File: src/design/phs_defines.vh
// Purpose: Shared constants for the bus handshake and parity agent.
// Assumes: Bus signals are synchronous to the agent clock.
// Notes: Bus commands are the low nibble carried on the command lines.
`ifndef PHS_DEFINES_VH
`define PHS_DEFINES_VH

`define PHS_CMD_MEM_RD 4'h6
`define PHS_CMD_MEM_WR 4'h7
`define PHS_DEVSEL_TO 3'h5
`define PHS_ST_OK 2'h0
`define PHS_ST_STOP 2'h1
`define PHS_ST_ABORT 2'h2
`define PHS_LINE_IDLE 1'b1

`endif

File: src/design/phs_buf2.v
// Purpose: Two-entry buffer with valid and ready on both sides.
// Assumes: Single clock, asynchronous active-low reset.
// Notes: o_room_next tells the writer whether a slot is free next cycle.
`timescale 1ns/100ps
`default_nettype none
module phs_buf2 #(
	parameter W = 68
) (
	input wire i_clk,
	input wire i_nrst,
	input wire [W-1:0] i_in_data,
	input wire i_in_valid,
	output reg o_in_ready,
	output wire o_room_next,
	output reg [W-1:0] o_out_data,
	output reg o_out_valid,
	input wire i_out_ready
);
	reg [W-1:0] slot1_q;
	reg [1:0] count_q;
	reg [1:0] count_d;
	wire push = i_in_valid && o_in_ready;
	wire pop = o_out_valid && i_out_ready;

	always @* begin
		count_d = count_q;
		if (push && !pop)
			count_d = count_q + 2'h1;
		else if (pop && !push)
			count_d = count_q - 2'h1;
	end

	assign o_room_next = (count_d != 2'h2);

	always @(posedge i_clk or negedge i_nrst) begin
		if (!i_nrst) begin
			count_q <= 2'h0;
			slot1_q <= {W{1'b0}};
			o_out_data <= {W{1'b0}};
			o_out_valid <= 1'b0;
			o_in_ready <= 1'b0;
		end else begin
			count_q <= count_d;
			o_out_valid <= (count_d != 2'h0);
			o_in_ready <= (count_d != 2'h2);
			if (pop) begin
				if (count_q == 2'h2)
					o_out_data <= slot1_q;
				else if (push)
					o_out_data <= i_in_data;
			end else if (push) begin
				if (count_q == 2'h0)
					o_out_data <= i_in_data;
				else
					slot1_q <= i_in_data;
			end
		end
	end
endmodule
`default_nettype wire

File: src/design/phs_agent.v
// Purpose: Bus-side handshake, parity and error signalling of a bus agent.
// Assumes: Bus signals share i_clk; each pin but PERR, SERR and INTA is split into in, out and enable.
// Notes: Open-drain lines only have an enable; the pin is low while it is high.
`timescale 1ns/100ps
`default_nettype none
`include "phs_defines.vh"
module phs_agent #(
	parameter [31:0] BAR_BASE = 32'h80000000,
	parameter [31:0] BAR_MASK = 32'hFFFF0000
) (
	input wire i_clk,
	input wire i_nrst,
	input wire [31:0] i_ad,
	input wire [3:0] i_cbe,
	input wire i_par,
	input wire i_frame_n,
	input wire i_irdy_n,
	input wire i_trdy_n,
	input wire i_devsel_n,
	input wire i_stop_n,
	output reg [31:0] o_ad,
	output reg o_ad_oe,
	output reg [3:0] o_cbe,
	output reg o_cbe_oe,
	output reg o_par,
	output reg o_par_oe,
	output reg o_frame_n,
	output reg o_frame_oe,
	output reg o_irdy_n,
	output reg o_irdy_oe,
	output reg o_trdy_n,
	output reg o_trdy_oe,
	output reg o_devsel_n,
	output reg o_devsel_oe,
	output reg o_stop_n,
	output reg o_stop_oe,
	output reg o_perr_n,
	output reg o_perr_oe,
	output reg o_serr_oe,
	output reg o_inta_oe,
	input wire i_irq,
	output wire [31:0] o_wr_addr,
	output wire [31:0] o_wr_data,
	output wire [3:0] o_wr_be,
	output wire o_wr_valid,
	input wire i_wr_ready,
	output reg [31:0] o_rd_addr,
	output reg o_rd_req,
	input wire [31:0] i_rd_data,
	input wire i_rd_valid,
	output reg o_rd_ack,
	input wire i_tgt_disc,
	input wire i_mst_start,
	input wire i_mst_write,
	input wire [31:0] i_mst_addr,
	input wire [31:0] i_mst_wdata,
	input wire [3:0] i_mst_be,
	output reg o_mst_busy,
	output reg o_mst_done,
	output reg [1:0] o_mst_status,
	output reg [31:0] o_mst_rdata
);
	localparam T_IDLE = 2'h0;
	localparam T_DATA = 2'h1;
	localparam T_TURN = 2'h2;
	localparam M_IDLE = 2'h0;
	localparam M_ADDR = 2'h1;
	localparam M_DATA = 2'h2;
	localparam M_TURN = 2'h3;

	function par_of;
		input [31:0] ad;
		input [3:0] cbe;
		begin
			par_of = ^{ad, cbe};
		end
	endfunction

	reg [1:0] tst_q;
	reg [1:0] mst_q;
	reg t_wr_q;
	reg m_wr_q;
	reg [31:0] t_addr_q;
	reg [2:0] mto_q;
	reg frame_prev_q;
	reg chk_a_q;
	reg chk_d_q;
	reg cap_par_q;
	reg [3:0] m_be_q;
	reg [31:0] m_wdata_q;

	// The bus is sampled on the rising edge, so no synchroniser is needed.
	wire addr_phase = !i_frame_n && frame_prev_q;
	wire cmd_ok = (i_cbe == `PHS_CMD_MEM_RD) || (i_cbe == `PHS_CMD_MEM_WR);
	wire hit = ((i_ad & BAR_MASK) == BAR_BASE) && cmd_ok && (mst_q == M_IDLE);
	wire t_cmp = (tst_q == T_DATA) && !i_irdy_n && !o_trdy_n;
	wire t_end = (tst_q == T_DATA) && i_frame_n && (i_irdy_n || !o_trdy_n || !o_stop_n);
	wire t_push = t_cmp && t_wr_q;
	wire m_cmp = (mst_q == M_DATA) && !o_irdy_n && !i_trdy_n;
	wire m_stop = (mst_q == M_DATA) && !i_stop_n;
	wire m_abort = (mst_q == M_DATA) && i_devsel_n && (mto_q == `PHS_DEVSEL_TO);
	wire m_end = m_cmp || m_stop || m_abort;
	wire m_start = i_mst_start && (mst_q == M_IDLE) && (tst_q == T_IDLE) && i_frame_n && i_irdy_n;
	wire room_next;
	wire par_err = cap_par_q ^ i_par;
	wire [31:0] bus_ad = o_ad_oe ? o_ad : i_ad;
	wire [3:0] bus_cbe = o_cbe_oe ? o_cbe : i_cbe;

	// Two slots let two words complete while the consumer is stalled, so
	// target ready is withdrawn before anything could be lost.
	phs_buf2 #(
		.W(68)
	) u_wbuf (
		.i_clk(i_clk),
		.i_nrst(i_nrst),
		.i_in_data({t_addr_q, i_cbe, i_ad}),
		.i_in_valid(t_push),
		.o_in_ready(),
		.o_room_next(room_next),
		.o_out_data({o_wr_addr, o_wr_be, o_wr_data}),
		.o_out_valid(o_wr_valid),
		.i_out_ready(i_wr_ready)
	);

	always @(posedge i_clk or negedge i_nrst) begin
		if (!i_nrst) begin
			frame_prev_q <= `PHS_LINE_IDLE;
			chk_a_q <= 1'b0;
			chk_d_q <= 1'b0;
			cap_par_q <= 1'b0;
			o_par <= 1'b0;
			o_par_oe <= 1'b0;
			o_perr_n <= `PHS_LINE_IDLE;
			o_perr_oe <= 1'b0;
			o_serr_oe <= 1'b0;
			o_inta_oe <= 1'b0;
		end else begin
			frame_prev_q <= i_frame_n;
			o_par <= par_of(bus_ad, bus_cbe);
			o_par_oe <= o_ad_oe;
			cap_par_q <= par_of(i_ad, i_cbe);
			chk_a_q <= addr_phase;
			chk_d_q <= t_push || (m_cmp && !m_wr_q);
			o_serr_oe <= chk_a_q && par_err;
			if (chk_d_q && par_err) begin
				o_perr_n <= 1'b0;
				o_perr_oe <= 1'b1;
			end else if (!o_perr_n) begin
				o_perr_n <= 1'b1;
			end else begin
				o_perr_oe <= 1'b0;
			end
			o_inta_oe <= i_irq;
		end
	end

	always @(posedge i_clk or negedge i_nrst) begin
		if (!i_nrst) begin
			tst_q <= T_IDLE;
			mst_q <= M_IDLE;
			t_wr_q <= 1'b0;
			m_wr_q <= 1'b0;
			t_addr_q <= 32'h00000000;
			mto_q <= 3'h0;
			m_be_q <= 4'h0;
			m_wdata_q <= 32'h00000000;
			o_ad <= 32'h00000000;
			o_ad_oe <= 1'b0;
			o_cbe <= 4'h0;
			o_cbe_oe <= 1'b0;
			o_frame_n <= `PHS_LINE_IDLE;
			o_frame_oe <= 1'b0;
			o_irdy_n <= `PHS_LINE_IDLE;
			o_irdy_oe <= 1'b0;
			o_trdy_n <= `PHS_LINE_IDLE;
			o_trdy_oe <= 1'b0;
			o_devsel_n <= `PHS_LINE_IDLE;
			o_devsel_oe <= 1'b0;
			o_stop_n <= `PHS_LINE_IDLE;
			o_stop_oe <= 1'b0;
			o_rd_addr <= 32'h00000000;
			o_rd_req <= 1'b0;
			o_rd_ack <= 1'b0;
			o_mst_busy <= 1'b0;
			o_mst_done <= 1'b0;
			o_mst_status <= `PHS_ST_OK;
			o_mst_rdata <= 32'h00000000;
		end else begin
			o_rd_ack <= 1'b0;
			o_mst_done <= 1'b0;
			case (tst_q)
			T_IDLE: begin
				if (addr_phase && hit) begin
					tst_q <= T_DATA;
					t_wr_q <= i_cbe[0];
					t_addr_q <= i_ad;
					o_rd_addr <= i_ad;
					o_rd_req <= !i_cbe[0];
					o_devsel_n <= 1'b0;
					o_devsel_oe <= 1'b1;
					o_trdy_oe <= 1'b1;
					o_stop_oe <= 1'b1;
					o_trdy_n <= !(i_cbe[0] && room_next);
					o_stop_n <= !i_tgt_disc;
				end
			end
			T_DATA: begin
				if (t_end) begin
					tst_q <= T_TURN;
					o_devsel_n <= 1'b1;
					o_trdy_n <= 1'b1;
					o_stop_n <= 1'b1;
					o_ad_oe <= 1'b0;
					o_rd_req <= 1'b0;
					o_rd_ack <= t_cmp && !t_wr_q;
				end else begin
					if (i_tgt_disc)
						o_stop_n <= 1'b0;
					if (t_cmp)
						t_addr_q <= t_addr_q + 32'h00000004;
					if (t_wr_q) begin
						o_trdy_n <= !room_next;
					end else begin
						// Turnaround: the data lines are taken only after the
						// address phase has been released by the master.
						o_ad_oe <= 1'b1;
						if (t_cmp) begin
							o_trdy_n <= 1'b1;
							o_rd_ack <= 1'b1;
							o_rd_req <= 1'b1;
							o_rd_addr <= o_rd_addr + 32'h00000004;
						end else if (o_trdy_n && i_rd_valid && !o_rd_ack) begin
							o_ad <= i_rd_data;
							o_trdy_n <= 1'b0;
							o_rd_req <= 1'b0;
						end
					end
				end
			end
			T_TURN: begin
				tst_q <= T_IDLE;
				o_devsel_oe <= 1'b0;
				o_trdy_oe <= 1'b0;
				o_stop_oe <= 1'b0;
			end
			default: tst_q <= T_IDLE;
			endcase

			case (mst_q)
			M_IDLE: begin
				if (m_start) begin
					mst_q <= M_ADDR;
					m_wr_q <= i_mst_write;
					m_be_q <= i_mst_be;
					m_wdata_q <= i_mst_wdata;
					o_mst_busy <= 1'b1;
					o_ad <= i_mst_addr;
					o_cbe <= i_mst_write ? `PHS_CMD_MEM_WR : `PHS_CMD_MEM_RD;
					o_ad_oe <= 1'b1;
					o_cbe_oe <= 1'b1;
					o_frame_n <= 1'b0;
					o_frame_oe <= 1'b1;
					o_irdy_n <= 1'b1;
					o_irdy_oe <= 1'b1;
				end
			end
			M_ADDR: begin
				mst_q <= M_DATA;
				mto_q <= 3'h0;
				// Single data phase, so frame drops together with initiator ready.
				o_frame_n <= 1'b1;
				o_irdy_n <= 1'b0;
				o_cbe <= m_be_q;
				o_ad <= m_wdata_q;
				o_ad_oe <= m_wr_q;
			end
			M_DATA: begin
				// Without completion every driven value simply holds.
				if (mto_q != `PHS_DEVSEL_TO)
					mto_q <= mto_q + 3'h1;
				if (m_end) begin
					mst_q <= M_TURN;
					o_irdy_n <= 1'b1;
					o_ad_oe <= 1'b0;
					o_cbe_oe <= 1'b0;
					o_frame_oe <= 1'b0;
					o_mst_done <= 1'b1;
					o_mst_busy <= 1'b0;
					if (m_cmp && !m_wr_q)
						o_mst_rdata <= i_ad;
					if (m_cmp)
						o_mst_status <= `PHS_ST_OK;
					else if (m_stop)
						o_mst_status <= `PHS_ST_STOP;
					else
						o_mst_status <= `PHS_ST_ABORT;
				end
			end
			M_TURN: begin
				mst_q <= M_IDLE;
				o_irdy_oe <= 1'b0;
			end
			default: mst_q <= M_IDLE;
			endcase
		end
	end
endmodule
`default_nettype wire

File: config.mk
export PLATFORM = sky130hd
export DESIGN_NAME = phs_agent
export DESIGN_NICKNAME = d
export VERILOG_FILES = /design/src/design/phs_buf2.v /design/src/design/phs_agent.v
export VERILOG_INCLUDE_DIRS = /design/src /design/src/design
export SDC_FILE = /design/constraint.sdc
export NUM_CORES = 1
export LEC_CHECK = 0
export ABC_CLOCK_PERIOD_IN_PS = 2100
export BUFFER_PORTS_ARGS = -buffer_cell sky130_fd_sc_hd__buf_4
export CORE_MARGIN = 2
export CORE_UTILIZATION = 45
export DETAILED_ROUTE_END_ITERATION = 12
export PLACE_DENSITY = 0.8
export SETUP_SLACK_MARGIN = 0.05
export SLEW_MARGIN = 20
export SYNTH_ARGS = -nofsm -noshare
export SYNTH_HDL_FRONTEND = slang
export SYNTH_SLANG_ARGS = --single-unit
File: constraint.sdc
create_clock -name i_clk -period 2.1 [get_ports i_clk]
set_input_delay 0.105 -clock i_clk [delete_from_list [all_inputs] [get_ports i_clk]]
set_output_delay 0.105 -clock i_clk [all_outputs]
set_load 0.03 [all_outputs]
==> summary.md <==
| Metric | Value |
|---|---|
| Outcome | `finished with violations` |
| Violated checks | `setup timing` |
| Final worst slack | `-0.129 ns` |
| Synth Instances | `1678` |
| Filler cell count | `2664` |
| Clk sinks | `341` |
| Area grow syn2layout | `44.5%` |
| Io pins | `343` |
| Met2 Use GR | `51.8%` |
| Final setup violation count | `32` |
| Worst Max-Slew Pin Slew | `0.536 ns` |
| Synthesized area per cell | `10.2 µm²` |
| Die Y-Extent | `199 µm` |
| Maxcap violations | `0` |
| DRC | `0` |
| Mux contribution to synthesized area | `13.6%` |
| Maximum root-to-sink buffer count | `3` |
| Synth warn | `0` |
| Crit path max-delay family | `flip-flops` |
| Antenna violations before repair | `1` |
| Synth Area in Adders | `1.54%` |
| Compound-Gate Fraction of Synth Area | `15.5%` |
| Drt pass-1 iters | `6` |
| Post-synth EDFFs | `0` |
| Multi-input logic area | `8490 µm²` |
| Synth Cell Area | `17100 µm²` |
| Global routing usage on met3 | `6.29%` |
| Slew HR | `63.9%` |
| Startpoint Class | `register` |
| Reg area | `8550 µm²` |
| Die ar. | `39600 µm²` |
| Core ar. | `37600 µm²` |
| Worst path slowest cell | `dfstp_2` |
| Root Driver | `clkbuf_16` |
| Largest net degree at the start of global routing | `81` |
| Met1 GRT Util | `36.7%` |
| CP arrival | `2.67 ns` |
| Setup crit end kind | `register` |
| Via Count | `16200` |
| Total grt overflow | `0` |
| Most common cell after layout, fill and taps aside | `buf_4` |
| Buffers & Inverters on Critical Path | `3` |
| Num rows | `71` |
| Register area share after synthesis | `49.9%` |
| Htree depth | `2` |
| Worst skew pair latency | `0.57 ns` |
| Post-layout min period | `2.23 ns` |
| Final #Nets | `2407` |
| Setup TNS | `-2.58 ns` |
| Post-Synth XOR/XNOR Area | `4.11%` |
| Hold WC Path Type | `input pin to register` |
| Critical path startpoint | `o_trdy_n` |
| Clock transition at path regs | `0.06 ns` |
| Unique masters post-synth | `68` |
| Worst path cell trace | `nand2_2, o211ai_4, inv_4, nor4_4, buf_6, clkbuf_16, mux2i_4, o22ai_1, a21o_1` |
| Reg2Reg Capture Point | `o_ad[13]` |
| VDD IR-drop max | `0.792 mV` |
| CTS tree | `done` |
| FFs w/ async S/R, synth | `100%` |
| Syn nets | `1849` |
| Synthesis-stage register bit count | `341` |
| Routed len/inst | `22.8 µm` |
| Fin crit share | `106%` |
| Crit path kind | `register to register` |
| Critical Path Stages | `9` |
| Critical path's largest stage delay | `0.56 ns` |
| Cts bufs inserted | `38` |
| RSZ-0062 raised after global routing | `yes` |
| Vias per Instance | `5.82` |
| R2R Setup Slk | `-0.13 ns` |
| Top FF cell, synth | `dfrtp_1` |
| Die width | `199 µm` |
| Number of port buffers | `342` |
| RR Startpoint | `o_trdy_n` |
| Routed wire length | `63500 µm` |
| Initial core utilization | `45.5%` |
| Total Power | `28.0 mW` |
| Critical Path Fanout Max | `8` |
| Endpoints failing hold | `0` |
| Max-slew violations | `0` |
| First-pass GRT wire length | `91900 µm` |
| CP endpoint | `o_ad[13]` |
| Number of global-route vias before repair | `16200` |
| Clock Skew | `0.0269 ns` |
| Cell count of the worst reg-to-reg path | `9` |
| Most frequent cells in the layout | `buf_4, dfrtp_1, nand2_1` |
| Final GP Congestion | `0.891` |
| Worst Path Required | `2.54 ns` |
| DRT antenna net count | `0` |
| Initial DRC Count | `1439` |
| Busiest layer in global routing | `met2` |
| Detailed placement HPWL | `38900 µm` |
| P_leak | `12.1 nW` |
| Simple-gate share of the synthesized area | `11.3%` |
| GRT Total Usage | `30.4%` |
| Fmax | `449 MHz` |
| Largest family of logic cells by synthesized area | `compound AO/OA/AOI/OAI gates` |
| Power Density | `1130 nW/µm²` |
| Share of cells above drive strength 1 | `33.8%` |
-- registers in the layout, indices dropped and copies added, names as in the netlist, 2 cells and up --
| name | count |
|---|---|
| o_mst_status | 2 |
| tst_q | 2 |
| u_wbuf.slot1_q | 68 |
| o_mst_rdata | 32 |
| mto_q | 3 |
| o_rd_addr | 32 |
| o_cbe | 4 |
| u_wbuf.count_q | 2 |
| u_wbuf.o_out_data | 68 |
| m_be_q | 4 |
| m_wdata_q | 32 |
| o_ad | 32 |
| t_addr_q | 32 |
| mst_q | 2 |
-- cells by family after synthesis --
| group | count (synthesis) |
|---|---|
| mux | 219 |
| compound gates | 443 |
| xor+xnor | 74 |
| simple gates | 423 |
| flops | 341 |
| buf+inv | 157 |
| fa+ha+maj | 21 |
-- through the flow --
stage                     setup slack [ns]  area [µm²]  utilization [%]  hold WS (ns)  cells
final                               -0.129       24700             65.8        0.0176   2778
after global routing                -0.192       24700             65.8        0.0242   2776
after CTS                          -0.0299       24100             64.2       0.00684   2756
after detailed placement           -0.0667       21000             55.8        0.0461   2526
after global placement             -0.0263       21000             55.8        0.0455   2526
after floorplan                    -0.0322       17100                -        -0.191   1678
-- worst min-delay path: stages --
cell     delay, ns
buf_4         0.11
nand2_1       0.07
o21ai_0       0.07
o21ai_0       0.07
o21ai_1       0.09
-- where the power goes --
group          internal [mW]  leakage [nW]  switching, mW
clock network           4.05         0.623           2.83
registers               8.10          4.45           1.34
logic                   5.02          7.02           6.66
total                   17.2          12.1           10.8
-- synth_stat cells (30+ instances only) --
library cell	number	area share (%)
dfrtp_1	334	49
nand2_1	271	5.9
o21ai_0	124	3.6
a21oi_1	121	3.5
mux2i_1	112	6.6
mux2_2	107	7.0
clkbuf_1	63	1.4
o22ai_1	53	1.9
xnor2_1	53	2.7
nor2_1	45	0.99
inv_1	41	0.90
buf_2	34	0.99
a21o_1	33	1.4
o21ai_1	30	0.88
-- final cells by class --
class | instances | share of cell area [%]
Antenna cell | 2 | 0.0202
Multi-Input combinational cell | 1181 | 34.3
Inverter | 43 | 0.663
Tap cell | 511 | 2.59
Timing Repair Buffer | 631 | 22.7
Clock inverter | 12 | 0.633
Clock buffer | 57 | 4.50
Sequential cell | 341 | 34.6
-- metal layers --
layer  vias to the layer above  routed length, µm
li1                       7048                  -
met1                      7909              23100
met2                       969              31100
met3                       231               5570
met4                         0               3710
met5                         -                  0
-- how the worst min path moves through the flow --
stage / to / cells past startpoint / from / slack [ns]
floorplan: cap_par_q / 0 / i_nrst / -0.19
global placement: u_wbuf.o_out_data[49] / 1 / i_nrst / 0.05
detailed placement: u_wbuf.o_out_data[49] / 1 / i_nrst / 0.05
CTS: u_wbuf.count_q[1] / 5 / i_wr_ready / 0.007
global route: o_mst_rdata[30] / 3 / i_ad[30] / 0.02
finish: u_wbuf.count_q[1] / 5 / i_wr_ready / 0.02
-- repair_timing --
item | 4_1_cts | 5_1_grt
endpoints found under the hold margin | 531 | 0
gates resized for setup | 47 | 73
gates cloned | 6 | 6
endpoints found under the setup margin | 46 | 236
hold buffers | 143 | 0
setup buffers | 12 | 16
pin swaps | 23 | 30
(Power assumes the default switching activity.)
